`src/rtl/mcdf_pkg.sv`:
```
// Purpose: shared constants and types of the command datagram framer
// Assumes: one clock, bytes move as 8-bit words
// Notes:   status codes are used by rtl and bench alike; field positions by rtl only
package mcdf_pkg;

  localparam int unsigned BYTE_W     = 8;
  localparam int unsigned VALUE_W    = 32;
  localparam int unsigned FRAME_LEN  = 9;   // address, seven body bytes, checksum
  localparam int unsigned LINE_LEN   = 18;  // two line bytes per datagram byte
  localparam int unsigned ENC_W      = 16;  // one datagram byte on the line

  // byte positions inside a request and inside a reply
  localparam logic [3:0] IDX_ADDR    = 4'h0;
  localparam logic [3:0] IDX_INSTR   = 4'h1;
  localparam logic [3:0] IDX_TYPE    = 4'h2;
  localparam logic [3:0] IDX_BANK    = 4'h3;
  localparam logic [3:0] IDX_VAL_MSB = 4'h4;
  localparam logic [3:0] IDX_VAL_LSB = 4'h7;
  localparam logic [3:0] IDX_CSUM    = 4'h8;
  localparam logic [3:0] IDX_R_MOD   = 4'h1;
  localparam logic [3:0] IDX_R_STAT  = 4'h2;
  localparam logic [3:0] IDX_R_INSTR = 4'h3;

  // reply status codes
  localparam logic [7:0] ST_OK       = 8'h64;  // 100
  localparam logic [7:0] ST_BAD_CSUM = 8'h01;
  localparam logic [7:0] ST_BAD_CMD  = 8'h02;
  localparam logic [7:0] ST_BAD_TYPE = 8'h03;
  localparam logic [7:0] ST_BAD_VAL  = 8'h04;
  localparam logic [7:0] ST_LOCKED   = 8'h05;
  localparam logic [7:0] ST_NO_CMD   = 8'h06;

  localparam logic [7:0] BYTE_ZERO   = 8'h00;

  typedef struct packed {
    logic [7:0]  instr;
    logic [7:0]  typ;
    logic [7:0]  bank;
    logic [31:0] value;
  } mcdf_cmd_t;

  typedef struct packed {
    logic [7:0]  status;
    logic [31:0] value;
  } mcdf_rsp_t;

  typedef enum logic [1:0] {
    MCDF_RX,
    MCDF_EXEC,
    MCDF_TX
  } mcdf_state_t;

endpackage : mcdf_pkg

```
`src/rtl/mcdf_fifo.sv`:
```
// Purpose: valid/ready fifo that holds encoded reply bytes for the line
// Assumes: single clock, DEPTH a power of two
// Notes:   out side may stall; in_ready drops honestly when full
`timescale 1ns/1ps
`default_nettype none
module mcdf_fifo #(
  parameter int unsigned WIDTH = 8,
  parameter int unsigned DEPTH = 16
) (
  input  wire logic             core_clk,
  input  wire logic             nrst,
  input  wire logic             in_valid,
  output logic                  in_ready,
  input  wire logic [WIDTH-1:0] in_data,
  output logic                  out_valid,
  input  wire logic             out_ready,
  output logic      [WIDTH-1:0] out_data
);
  localparam int unsigned AW = $clog2(DEPTH);

  logic [WIDTH-1:0] mem_ff [DEPTH];
  logic [AW:0]      wr_ff;
  logic [AW:0]      rd_ff;
  logic [AW:0]      nxt_wr;
  logic [AW:0]      nxt_rd;
  logic             push;
  logic             pop;

  // extra pointer bit tells full from empty
  assign in_ready  = !((wr_ff[AW] != rd_ff[AW]) && (wr_ff[AW-1:0] == rd_ff[AW-1:0]));
  assign out_valid = (wr_ff != rd_ff);
  assign out_data  = mem_ff[rd_ff[AW-1:0]];
  assign push      = in_valid && in_ready;
  assign pop       = out_valid && out_ready;

  // pointer next values
  always_comb begin
    nxt_wr = push ? wr_ff + 1'b1 : wr_ff;
    nxt_rd = pop ? rd_ff + 1'b1 : rd_ff;
  end

  always_ff @(posedge core_clk) begin
    if (!nrst) begin
      wr_ff <= '0;
      rd_ff <= '0;
    end else begin
      wr_ff <= nxt_wr;
      rd_ff <= nxt_rd;
    end
  end

  // storage needs no reset; empty flag hides stale words
  always_ff @(posedge core_clk) begin
    if (push) begin
      mem_ff[wr_ff[AW-1:0]] <= in_data;
    end
  end

endmodule : mcdf_fifo
`default_nettype wire

```
`src/rtl/mcdf_codec.sv`:
```
// Purpose: dc-balanced byte to two-byte mapping and its inverse
// Assumes: each nibble maps to one line byte through NIB_TABLE
// Notes:   table is a parameter so encoder and decoder always share it
`timescale 1ns/1ps
`default_nettype none
module mcdf_codec #(
  // sixteen line codes of four ones each, entry n at bits [8n+7:8n]
  parameter logic [127:0] NIB_TABLE = 128'h473c_3a39_3635_332e_2d2b_271e_1d1b_170f
) (
  input  wire logic [7:0]  enc_byte,
  output logic      [15:0] enc_line,
  input  wire logic [15:0] dec_line,
  output logic      [7:0]  dec_byte,
  output logic             dec_err
);
  logic [15:0] hit_hi;
  logic [15:0] hit_lo;
  logic [3:0]  nib_hi;
  logic [3:0]  nib_lo;

  // encoder: high nibble goes on the line first
  assign enc_line = {NIB_TABLE[enc_byte[7:4]*8 +: 8], NIB_TABLE[enc_byte[3:0]*8 +: 8]};

  // decoder: compare against every table entry
  for (genvar g = 0; g < 16; g++) begin : g_match
    assign hit_hi[g] = (dec_line[15:8] == NIB_TABLE[g*8 +: 8]);
    assign hit_lo[g] = (dec_line[7:0] == NIB_TABLE[g*8 +: 8]);
  end

  // one-hot to index; no hit means a corrupted line byte
  always_comb begin
    nib_hi = 4'h0;
    nib_lo = 4'h0;
    for (int i = 0; i < 16; i++) begin
      if (hit_hi[i]) nib_hi = 4'(i);
      if (hit_lo[i]) nib_lo = 4'(i);
    end
  end

  assign dec_byte = {nib_hi, nib_lo};
  assign dec_err  = !(|hit_hi) || !(|hit_lo);

endmodule : mcdf_codec
`default_nettype wire

```
`src/rtl/mcdf_framer.sv`:
```
// Purpose: checks incoming request datagrams and frames the status replies
// Assumes: line bytes come from the transceiver logic on core_clk
// Notes:   one request at a time; foreign-address frames are dropped silently
`timescale 1ns/1ps
`default_nettype none
// Summary of operation
// - reply sent only for a received request, after its execution finished or at once when it is refused
// - body is instruction, type, motor or bank, four-byte value
// - address byte leads, checksum byte trails, nine bytes per request
// - four-byte value travels most significant byte first
// - checksum is 8-bit sum of the first eight bytes, checked on receive
// - reply is host address, module address, status, instruction, value, checksum
// - status codes 100 ok, 1 to 6 for the listed errors
// - every datagram byte becomes two line bytes, eighteen per datagram
// - direct mode only; unsupported instructions answered with error status
module mcdf_framer #(
  parameter logic [7:0]  MOD_ADDR   = 8'h01,
  parameter logic [7:0]  REPLY_ADDR = 8'h02,
  parameter logic [31:0] CMD_MASK   = 32'h0000_00fe,  // instructions 1..7 accepted
  parameter int unsigned FIFO_DEPTH = 16
) (
  input  wire logic                core_clk,
  input  wire logic                nrst,
  input  wire logic                line_rx_valid,
  output logic                     line_rx_ready,
  input  wire logic [7:0]          line_rx_data,
  output logic                     line_tx_valid,
  input  wire logic                line_tx_ready,
  output logic      [7:0]          line_tx_data,
  output logic                     cmd_valid,
  output mcdf_pkg::mcdf_cmd_t      cmd_data,
  input  wire logic                exec_done,
  input  wire mcdf_pkg::mcdf_rsp_t exec_rsp
);

  mcdf_pkg::mcdf_state_t st_ff;
  mcdf_pkg::mcdf_state_t nxt_st;
  logic [3:0]          idx_ff;
  logic [3:0]          nxt_idx;
  logic                half_ff;
  logic                nxt_half;
  logic [7:0]          hi_ff;
  logic [7:0]          nxt_hi;
  logic [7:0]          sum_ff;
  logic [7:0]          nxt_sum;
  logic [7:0]          addr_ff;
  logic [7:0]          nxt_addr;
  logic                bad_ff;
  logic                nxt_bad;
  mcdf_pkg::mcdf_cmd_t cmd_ff;
  mcdf_pkg::mcdf_cmd_t nxt_cmd;
  mcdf_pkg::mcdf_rsp_t rsp_ff;
  mcdf_pkg::mcdf_rsp_t nxt_rsp;

  logic        rx_take;
  logic [7:0]  rx_byte;
  logic        rx_err;
  logic        rx_done;
  logic        csum_ok;
  logic [7:0]  tx_byte;
  logic [15:0] tx_line;
  logic        fifo_in_valid;
  logic        fifo_in_ready;
  logic [7:0]  fifo_in_data;
  logic        push;

  // shared lookup keeps both directions on one table
  mcdf_codec u_codec (
    .enc_byte (tx_byte),
    .enc_line (tx_line),
    .dec_line ({hi_ff, line_rx_data}),
    .dec_byte (rx_byte),
    .dec_err  (rx_err)
  );

  // reply bytes wait here so a slow line stalls the framer, not the executor
  mcdf_fifo #(
    .WIDTH (mcdf_pkg::BYTE_W),
    .DEPTH (FIFO_DEPTH)
  ) u_fifo (
    .core_clk  (core_clk),
    .nrst      (nrst),
    .in_valid  (fifo_in_valid),
    .in_ready  (fifo_in_ready),
    .in_data   (fifo_in_data),
    .out_valid (line_tx_valid),
    .out_ready (line_tx_ready),
    .out_data  (line_tx_data)
  );

  // receive only while idle; the host waits for the reply anyway
  assign line_rx_ready = (st_ff == mcdf_pkg::MCDF_RX);
  assign rx_take       = line_rx_valid && line_rx_ready;
  assign rx_done       = rx_take && half_ff && (idx_ff == mcdf_pkg::IDX_CSUM);
  assign csum_ok       = !bad_ff && !rx_err && (sum_ff == rx_byte);

  assign cmd_valid = (st_ff == mcdf_pkg::MCDF_EXEC);
  assign cmd_data  = cmd_ff;

  // reply byte for the current position
  always_comb begin
    case (idx_ff)
      mcdf_pkg::IDX_ADDR:    tx_byte = REPLY_ADDR;
      mcdf_pkg::IDX_R_MOD:   tx_byte = MOD_ADDR;
      mcdf_pkg::IDX_R_STAT:  tx_byte = rsp_ff.status;
      mcdf_pkg::IDX_R_INSTR: tx_byte = cmd_ff.instr;
      4'h4:                  tx_byte = rsp_ff.value[31:24];
      4'h5:                  tx_byte = rsp_ff.value[23:16];
      4'h6:                  tx_byte = rsp_ff.value[15:8];
      4'h7:                  tx_byte = rsp_ff.value[7:0];
      mcdf_pkg::IDX_CSUM:    tx_byte = sum_ff;
      default:               tx_byte = mcdf_pkg::BYTE_ZERO;
    endcase
  end

  assign fifo_in_valid = (st_ff == mcdf_pkg::MCDF_TX);
  assign fifo_in_data  = half_ff ? tx_line[7:0] : tx_line[15:8];
  assign push          = fifo_in_valid && fifo_in_ready;

  // next state of the whole datagram engine
  always_comb begin
    nxt_st   = st_ff;
    nxt_idx  = idx_ff;
    nxt_half = half_ff;
    nxt_hi   = hi_ff;
    nxt_sum  = sum_ff;
    nxt_addr = addr_ff;
    nxt_bad  = bad_ff;
    nxt_cmd  = cmd_ff;
    nxt_rsp  = rsp_ff;
    case (st_ff)
      mcdf_pkg::MCDF_RX: begin
        if (rx_take && !half_ff) begin
          nxt_hi   = line_rx_data;
          nxt_half = 1'b1;
        end else if (rx_take) begin
          nxt_half = 1'b0;
          nxt_bad  = bad_ff || rx_err;
          nxt_idx  = idx_ff + 4'h1;
          nxt_sum  = sum_ff + rx_byte;
          case (idx_ff)
            mcdf_pkg::IDX_ADDR:  nxt_addr = rx_byte;
            mcdf_pkg::IDX_INSTR: nxt_cmd.instr = rx_byte;
            mcdf_pkg::IDX_TYPE:  nxt_cmd.typ = rx_byte;
            mcdf_pkg::IDX_BANK:  nxt_cmd.bank = rx_byte;
            default: begin
              if (idx_ff <= mcdf_pkg::IDX_VAL_LSB) begin
                nxt_cmd.value = {cmd_ff.value[23:0], rx_byte};
              end
            end
          endcase
          if (rx_done) begin
            nxt_idx = mcdf_pkg::IDX_ADDR;
            nxt_sum = mcdf_pkg::BYTE_ZERO;
            nxt_bad = 1'b0;
            if (addr_ff != MOD_ADDR) begin
              nxt_st = mcdf_pkg::MCDF_RX; // not ours: no reply at all
            end else if (!csum_ok) begin
              nxt_rsp = '{status: mcdf_pkg::ST_BAD_CSUM, value: '0};
              nxt_st  = mcdf_pkg::MCDF_TX;
            end else if (cmd_ff.instr >= 8'd32 || !CMD_MASK[cmd_ff.instr[4:0]]) begin
              nxt_rsp = '{status: mcdf_pkg::ST_BAD_CMD, value: '0};
              nxt_st  = mcdf_pkg::MCDF_TX;
            end else begin
              nxt_st = mcdf_pkg::MCDF_EXEC;
            end
          end
        end
      end
      mcdf_pkg::MCDF_EXEC: begin
        if (exec_done) begin
          nxt_rsp = exec_rsp;
          nxt_st  = mcdf_pkg::MCDF_TX;
        end
      end
      mcdf_pkg::MCDF_TX: begin
        if (push && !half_ff) begin
          nxt_half = 1'b1;
        end else if (push) begin
          nxt_half = 1'b0;
          nxt_sum  = sum_ff + tx_byte;
          nxt_idx  = idx_ff + 4'h1;
          if (idx_ff == mcdf_pkg::IDX_CSUM) begin
            nxt_idx = mcdf_pkg::IDX_ADDR;
            nxt_sum = mcdf_pkg::BYTE_ZERO;
            nxt_st  = mcdf_pkg::MCDF_RX;
          end
        end
      end
      default: nxt_st = mcdf_pkg::MCDF_RX;
    endcase
  end

  // register stage only
  always_ff @(posedge core_clk) begin
    if (!nrst) begin
      st_ff   <= mcdf_pkg::MCDF_RX;
      idx_ff  <= mcdf_pkg::IDX_ADDR;
      half_ff <= 1'b0;
      hi_ff   <= mcdf_pkg::BYTE_ZERO;
      sum_ff  <= mcdf_pkg::BYTE_ZERO;
      addr_ff <= mcdf_pkg::BYTE_ZERO;
      bad_ff  <= 1'b0;
      cmd_ff  <= '0;
      rsp_ff  <= '0;
    end else begin
      st_ff   <= nxt_st;
      idx_ff  <= nxt_idx;
      half_ff <= nxt_half;
      hi_ff   <= nxt_hi;
      sum_ff  <= nxt_sum;
      addr_ff <= nxt_addr;
      bad_ff  <= nxt_bad;
      cmd_ff  <= nxt_cmd;
      rsp_ff  <= nxt_rsp;
    end
  end

  // helper: line bytes pushed during one reply, datagram bytes in one request
  logic [4:0] push_cnt_ff;
  logic [3:0] rx_cnt_ff;
  always_ff @(posedge core_clk) begin
    if (!nrst || st_ff != mcdf_pkg::MCDF_TX) begin
      push_cnt_ff <= '0;
    end else if (push) begin
      push_cnt_ff <= push_cnt_ff + 5'd1;
    end
  end
  always_ff @(posedge core_clk) begin
    if (!nrst || rx_done) begin
      rx_cnt_ff <= '0;
    end else if (rx_take && half_ff) begin
      rx_cnt_ff <= rx_cnt_ff + 4'd1;
    end
  end

  property p_push_only_tx;
    @(posedge core_clk) disable iff (!nrst)
    // a reply may only open right after a refused request or a finished execution
    $rose(fifo_in_valid) |-> $past(rx_done) || ($past(cmd_valid) && $past(exec_done));
  endproperty
  a_push_only_tx: assert property (p_push_only_tx) else $error("reply started without a request");

  property p_exec_hold;
    @(posedge core_clk) disable iff (!nrst)
    cmd_valid && !exec_done |=> cmd_valid && $stable(cmd_data);
  endproperty
  a_exec_hold: assert property (p_exec_hold) else $error("command dropped early");

  property p_done_to_tx;
    @(posedge core_clk) disable iff (!nrst)
    cmd_valid && exec_done |=> (st_ff == mcdf_pkg::MCDF_TX) && (rsp_ff == $past(exec_rsp));
  endproperty
  a_done_to_tx: assert property (p_done_to_tx) else $error("reply not started");

  property p_rx_blocked;
    @(posedge core_clk) disable iff (!nrst)
    rx_done && (addr_ff == MOD_ADDR) |=> !line_rx_ready && (st_ff != mcdf_pkg::MCDF_RX);
  endproperty
  a_rx_blocked: assert property (p_rx_blocked) else $error("rx open while busy");

  property p_first_byte;
    @(posedge core_clk) disable iff (!nrst)
    $rose(fifo_in_valid) |-> (idx_ff == mcdf_pkg::IDX_ADDR) && !half_ff && (tx_byte == REPLY_ADDR);
  endproperty
  a_first_byte: assert property (p_first_byte) else $error("reply does not open with address");

  property p_csum_bad;
    @(posedge core_clk) disable iff (!nrst)
    rx_done && (addr_ff == MOD_ADDR) && !csum_ok
      |=> (st_ff == mcdf_pkg::MCDF_TX) && (rsp_ff.status == mcdf_pkg::ST_BAD_CSUM);
  endproperty
  a_csum_bad: assert property (p_csum_bad) else $error("bad checksum not reported");

  property p_value_order;
    @(posedge core_clk) disable iff (!nrst)
    rx_take && half_ff && (idx_ff == mcdf_pkg::IDX_VAL_LSB)
      |=> cmd_ff.value[31:8] == $past(cmd_ff.value[23:0]);
  endproperty
  a_value_order: assert property (p_value_order) else $error("value byte order");

  property p_line_len;
    @(posedge core_clk) disable iff (!nrst)
    (st_ff == mcdf_pkg::MCDF_TX) ##1 (st_ff == mcdf_pkg::MCDF_RX) |-> $past(push_cnt_ff) == 5'd17;
  endproperty
  a_line_len: assert property (p_line_len) else $error("reply not eighteen line bytes");

  property p_nine_bytes;
    @(posedge core_clk) disable iff (!nrst)
    rx_done |-> rx_cnt_ff == 4'd8;
  endproperty
  a_nine_bytes: assert property (p_nine_bytes) else $error("request length wrong");

  property p_unsupported;
    @(posedge core_clk) disable iff (!nrst)
    rx_done && (addr_ff == MOD_ADDR) && csum_ok && (cmd_ff.instr >= 8'd32)
      |=> (rsp_ff.status == mcdf_pkg::ST_BAD_CMD) && !cmd_valid;
  endproperty
  a_unsupported: assert property (p_unsupported) else $error("unsupported command executed");

endmodule : mcdf_framer
`default_nettype wire

```
`config.mk`:
```
export PLATFORM = sky130hd
export DESIGN_NAME = mcdf_framer
export DESIGN_NICKNAME = d
export VERILOG_FILES = /design/src/rtl/mcdf_pkg.sv /design/src/rtl/mcdf_fifo.sv /design/src/rtl/mcdf_codec.sv /design/src/rtl/mcdf_framer.sv
export SDC_FILE = /design/constraint.sdc
export NUM_CORES = 1
export LEC_CHECK = 0
export BUFFER_PORTS_ARGS = -buffer_cell sky130_fd_sc_hd__buf_2
export CORE_MARGIN = 5
export CORE_UTILIZATION = 60
export CTS_BUF_LIST = sky130_fd_sc_hd__clkbuf_4
export DETAILED_ROUTE_END_ITERATION = 12
export PLACE_DENSITY = 0.81
export SETUP_SLACK_MARGIN = 0.1
export SYNTH_ARGS = -nofsm -noshare
export SYNTH_HDL_FRONTEND = slang
export SYNTH_SLANG_ARGS = --single-unit
```
`constraint.sdc`:
```
create_clock -name core_clk -period 4.4 [get_ports core_clk]
set_input_delay 0 -clock core_clk [delete_from_list [all_inputs] [get_ports core_clk]]
set_output_delay 0 -clock core_clk [all_outputs]
set_load 0.02 [all_outputs]
```
Word-level counts from Yosys, hierarchy flattened

Memory sizes are Yosys's and may differ from the RTL's. A register that Yosys moved wholly into a read port is not among the register bits.
Cells that the tools add are included.

Flip-flop bits (word level): 138
RAM bits: 128
Memory bits (read-only): 32
Bits of input ports: 53
Output and inout port bits: 67
Logic and storage cells: 203
Memories kept: 2

Memory list:

| memory           | depth | bits a word | rd ports | clocked after memory_dff | wr ports | line               | RTL |
|---|---|---|---|---|---|---|---|
| u_fifo.mem_ff    | 16    | 8           | 1        | 1                        | 1        | mcdf_fifo.sv:21    | `logic [WIDTH-1:0] mem_ff [DEPTH];` |
| (name not given) | 32    | 1           | 1        | 1                        | 0        | mcdf_framer.sv:161 | `end else if (cmd_ff.instr >= 8'd32 \|\| !CMD_MASK[cmd_ff.instr[4:0]]) begin` |

Add/sub/neg operators: 5
Magnitude comparators: 3
Equal/unequal tests: 58
Shift operators: 2
Mux-type cells: 78
Bitwise logic cells: 2
Reduce and logical (&&, ||, !) cells: 38

Operator list:

| kind                     | count |
|---|---|
| $mux 40                  | 7 |
| $shiftx 128x8->8 const A | 2 |
| $eq 8x6->1 const B       | 20 |
| $mux 4                   | 24 |
| $pmux 40 s2              | 1 |
| $pmux 8 s9               | 1 |
| $eq 8x5->1 const B       | 8 |
| $mux 8                   | 7 |
| $reduce_or 16->1         | 2 |
| $mux 2                   | 14 |
| $mux 3                   | 8 |
| $add 8x8->8              | 2 |
| $eq 4x3->1 const B       | 4 |
| $eq 8x4->1 const B       | 2 |
| $eq 8x7->1 const B       | 2 |
| $pmux 8 s2               | 1 |
| $reduce_and 4->1         | 4 |
| $reduce_and 7->1         | 2 |
| $add 5x1->5 const B      | 2 |
| $logic_and 1x1->1        | 10 |
| $mux 1                   | 10 |
| $mux 5                   | 2 |
| $ne 2x2->1 const B       | 5 |
| $reduce_and 5->1         | 2 |
| other kinds (30)         | 44 |

Depth between registers and ports, before layout

Depth in word-level cells: 24
Mapped depth: 18
Depth with buffers taken out: 16

Cells and area by module

Synthesis repeated with hierarchy kept, for this count alone.

Cell total of the unflattened synthesis: 1218
Area total of the unflattened synthesis: 13097.6 um^2

Modules (own cells, without submodules):

| module      | instances | cells each | area an instance (um^2) | sequential area each (um^2) |
|---|---|---|---|---|
| mcdf_framer | 1         | 738        | 6007.0                  | 2582.5 |
| mcdf_fifo   | 1         | 284        | 5821.8                  | 4124.0 |
| mcdf_codec  | 1         | 196        | 1268.7                  | 0.0 |

Least setup slack after synthesis

OpenSTA, ideal clock, no wires.

Kind: reg2reg
Start point: register hi_ff[2]
End point: register rsp_ff[32] (netlist bit)
Setup time: 127 ps
Arrival: 3370 ps
Required time: 4273 ps
Slack: 903 ps
Cell stages (with the launch flop): 16
Path buffers: 3
Period minus slack after synthesis: 3497 ps
Cells stage by stage: dfxtp_1 > clkbuf_1 > nand2_1 > mux2_2 > or4_1 > nand3_1 > ha_1 > or4_1 > nor2_1 > and3_1 > o2111a_1 > buf_6 > nor2_8 > buf_6 > o2111ai_1 > o21ai_0

Elaborated cells on any way between the ends: 46
Those cells by class: eq/ne (18); mux (21); reduce/logical (7)

RTL lines:

| item                     | line               | RTL |
|---|---|---|
| start: declaration       | mcdf_framer.sv:42  | `logic [7:0] hi_ff;` |
| start signal: assignment | mcdf_framer.sv:200 | `hi_ff <= mcdf_pkg::BYTE_ZERO;` |
| start signal: assignment | mcdf_framer.sv:210 | `hi_ff <= nxt_hi;` |
| $eq 8x5->1               | mcdf_codec.sv:26   | `assign hit_hi[g] = (dec_line[15:8] == NIB_TABLE[g*8 +: 8]);` |
| $mux 3 (4 in series)     | mcdf_codec.sv:35   | `if (hit_hi[i]) nib_hi = 4'(i);` |
| $mux 4 (7 in series)     | mcdf_codec.sv:35   |  |
| $mux 4 (*)               | mcdf_codec.sv:35   |  |
| via rx_byte[6]           | mcdf_framer.sv:56  | `logic [7:0] rx_byte;` |
| $eq 8x8->1 (*)           | mcdf_framer.sv:95  | `assign csum_ok = !bad_ff && !rx_err && (sum_ff == rx_byte);` |
| $logic_and 1x1->1 (*)    | mcdf_framer.sv:95  |  |
| $mux 40                  | mcdf_framer.sv:158 | `end else if (!csum_ok) begin` |
| $mux 40                  | mcdf_framer.sv:156 | `if (addr_ff != MOD_ADDR) begin` |
| $mux 40                  | mcdf_framer.sv:152 | `if (rx_done) begin` |
| $mux 40                  | mcdf_framer.sv:136 | `end else if (rx_take) begin` |
| $mux 40                  | mcdf_framer.sv:133 | `if (rx_take && !half_ff) begin` |
| $pmux 40 s2              | mcdf_framer.sv:131 | `case (st_ff)` |
| end signal: assignment   | mcdf_framer.sv:215 | `rsp_ff <= nxt_rsp;` |
| end: declaration         | mcdf_framer.sv:52  | `mcdf_pkg::mcdf_rsp_t rsp_ff;` |

Mark *: on every way through the listed nets, which the timed path passes. The rest lies on a longest branch. The select of a mux whose other input is x is not followed.
A chain may end at the register's enable or synchronous reset.

Worst setup path in the final report

Start point: register hi_ff[4]
End point: register rsp_ff[36] (netlist bit)

Same word-level chain as after synthesis.

==> flow_summary_export.csv <==
group,metric,value,unit
grt,grt.busiest_layer,"met2",
worst_setup_path,r2r_setup_slack,0.33,ns
grt,first_global_vias,9162,
clocking,cts_max_level,3,
placed_design,dpl_cell_area,12500,sq um
timing,slew_headroom,18.3,%
drt,vias,9525,
synthesis,syn-num-nets,1207,
power,p_per_area,351,nW/um^2
final_layout,final_cell_mix,"dfxtp_1 (142), nor2_1 (122), buf_2 (118)",
timing,tightest_slew,1.22,ns
synthesis,seq_area_frac_synth,52.9,%
clocking,clk_path_buf_depth,3,
worst_setup_path,cp.required,4.96,ns
synthesis,ys.flop_type,"dfxtp_1",
final_layout,drive_gt1_share,21.9,%
run_status,status,"complete, no violations",
synthesis,syn_area,11800,sq um
drt,drt_iter0_drc,705,
worst_setup_path,worst_setup_path_start_kind,"flop",
worst_hold_path,hp-start,"exec_rsp[30]",
floorplanning,placementRows,51,
timing,slew_viol_final,0,
worst_setup_path,cp-end-kind,"flop",
timing,fin_skew,0.0437,ns
placed_design,gp_congestion,0.903,
drt,drt_pass1_iterations,7,
worst_hold_path,hold_depth,4,
run,maxCapViolCount,0,
worst_setup_path,reg2reg_depth,12,
clocking,insertion_delay,0.67,ns
grt,antenna_found_initial,1,
timing,tns,0,ns
clocking,cts_tree,"yes",
floorplanning,core_area,19400,sq um
floorplanning,initial_core_util,60.7,%
grt,grt_max_degree,78,
clocking,clock_sinks,255,
clocking,cts_buffers,66,
clocking,cts.reportedPaths.clkPinSlew,0.07,ns
synthesis,netlist-cell-type-count,73,
floorplanning,dieWidth,150,microns
timing,hold_viol,0,
synthesis,async_reset_ff_share,0,%
grt,grt_usage,27.0,%
grt,grtUsageMet2,47.3,%
placed_design,portBuffers,118,
synthesis,synth-seq-cells,255,
worst_hold_path,min_path_type,"primary input to flop",
drt,wl_per_cell,18.8,microns
timing,setup_viol,0,
final_layout,synthToLayoutAreaGrowth,18.2,%
power,leakage,5.29,nW
grt,use_met3,6.03,%
worst_setup_path,cp.arrival,4.63,ns
grt,grt_overflow,0,
synthesis,synth_edf_count,112,
timing,final.min_clock_period,4.07,ns
synthesis,syn_inst,1124,
synthesis,ys_warn_count,0,
placed_design,dp_cells,1440,
placed_design,hpwlAfterDp,19.6,mm
final_layout,fin_cells,1619,
drt,viasPerCell,5.88,
grt,grt_pass1_wl,47.8,mm
timing,period_share,92.5,%
floorplanning,fp.dieH,150,microns
final_layout,nets,1384,
worst_setup_path,setup.worst_path.start,"hi_ff[4]",
timing,timing.fmax,246,MHz
worst_setup_path,r2r-start,"hi_ff[4]",
clocking,clockRootBuffer,"clkbuf_4",
grt,grtUsageMet1,32.9,%
worst_setup_path,crit_type,"flop to flop",
final_layout,final_common_cell,"dfxtp_1",
floorplanning,io_pins,120,
floorplanning,dieArea,22500,sq um
power,max-vdd-ir-drop,0.201,mV
worst_setup_path,worst-path-max-fanout,23,
drt,drtAntennaViolNets,0,
synthesis,synth.avg_cell_area,10.5,sq um
power,total_power,0.00488,W
final_layout,finalInstanceArea,13900,sq um
drt,drt_wl_total,30.5,mm
drt,drc_errors,0,
timing,rsz0062_at_grt,"false",
-- final cells by class --
cell class                 instances  area (sq um)
sequential                       255          6230
inverter                          31           119
antenna                            1          2.50
clock inverter                    20           121
fill                            1394          5480
clock buffer                     100           751
multi-input combinational        754          5060
tap                              265           332
timing repair buffer             193          1300
-- routing by layer --
metal	wire [microns]	part of all wire, %	vias up
li1	-	-	4496
met3	1970	6.5	74
met5	0	0	-
met2	16000	52	422
met1	11700	38	4533
met4	816	2.7	0
-- critical path, cell delays in order, from the launching register on --
cell and delay (ns):
dfxtp_1 0.41, or4b_4 0.61, o32ai_4 0.30, a21oi_1 0.14
nand3_1 0.32, ha_1 0.34, or4_1 0.41, nor2_1 0.23
and3_1 0.19, o2111a_1 0.35, buf_4 0.30, o21ai_0 0.16
a21oi_1 0.22
-- worst paths after layout --
check	end
worst max-delay path	rsp_ff[36]
worst min-delay path	rsp_ff[30]
worst max register to register	rsp_ff[36]
worst min register to register	cmd_data[11]
-- Yosys cell counts (7+ instances only) --
| master | count | area share (%) |
|---|---|---|
| a211oi_1 | 28 | 1.8 |
| a21oi_1 | 85 | 3.6 |
| a22oi_1 | 13 | 0.83 |
| and2_1 | 8 | 0.43 |
| buf_1 | 11 | 0.35 |
| buf_2 | 7 | 0.30 |
| clkbuf_1 | 58 | 1.8 |
| dfxtp_1 | 143 | 24 |
| edfxtp_1 | 112 | 29 |
| ha_1 | 28 | 3.0 |
| inv_1 | 31 | 0.99 |
| mux2i_1 | 10 | 0.85 |
| mux4_2 | 35 | 6.7 |
| nand2_1 | 106 | 3.4 |
| nand2b_1 | 12 | 0.64 |
| nand3_1 | 49 | 2.1 |
| nand4_1 | 9 | 0.48 |
| nor2_1 | 122 | 3.9 |
| nor3_1 | 34 | 1.4 |
| o21ai_0 | 68 | 2.9 |
| xnor2_1 | 19 | 1.4 |
| xor2_1 | 20 | 1.5 |
-- cells by family (layout without fill, tap and decap cells) --
family	count (synthesis)	in the layout	synth area share, %
DFF	255	255	52.9
buffers and inverters	115	344	4.17
and+or+nand+nor	379	379	15.0
muxes	49	49	7.93
adders and majority gates	30	30	3.32
other	1	2	0.0319
AOI/OAI and AO/OA	256	256	13.7
xor gates and xnor gates	39	39	2.90
-- metrics by stage --
step	utilization, %	hold slack, ns	setup WS (ns)
3_3_place_gp	64.2	0.260	0.605
4_1_cts	71.7	0.0886	0.422
3_5_place_dp	64.2	0.263	0.446
6_report	71.7	0.155	0.328
2_1_floorplan	-	0.136	0.903
5_1_grt	71.7	0.132	0.145
-- state kept, by name, summed over array words and instances (netlist names), named ones only --
name and flops:
u_fifo.rd_ff 5, st_ff 2, rsp_ff 40, u_fifo.wr_ff 5
addr_ff 8, bad_ff 1, hi_ff 8, cmd_data 56
half_ff 1, u_fifo.mem_ff 112, idx_ff 4, sum_ff 8
-- power by group --
part,switching (W),internal (W)
clock,0.000956,0.00111
combinational,0.000171,0.000127
sequential,0.0000296,0.00249
total,0.00116,0.00372
-- timing repair --
| action | CTS | global route |
|---|---|---|
| gates resized for setup | 0 | 1 |
| hold endpoints to repair | 69 | 0 |
| buffers inserted | 0 | 0 |
| endpoints found under the setup margin | 0 | 16 |
| hold buffers | 58 | 0 |
(Power assumes the default switching activity.)
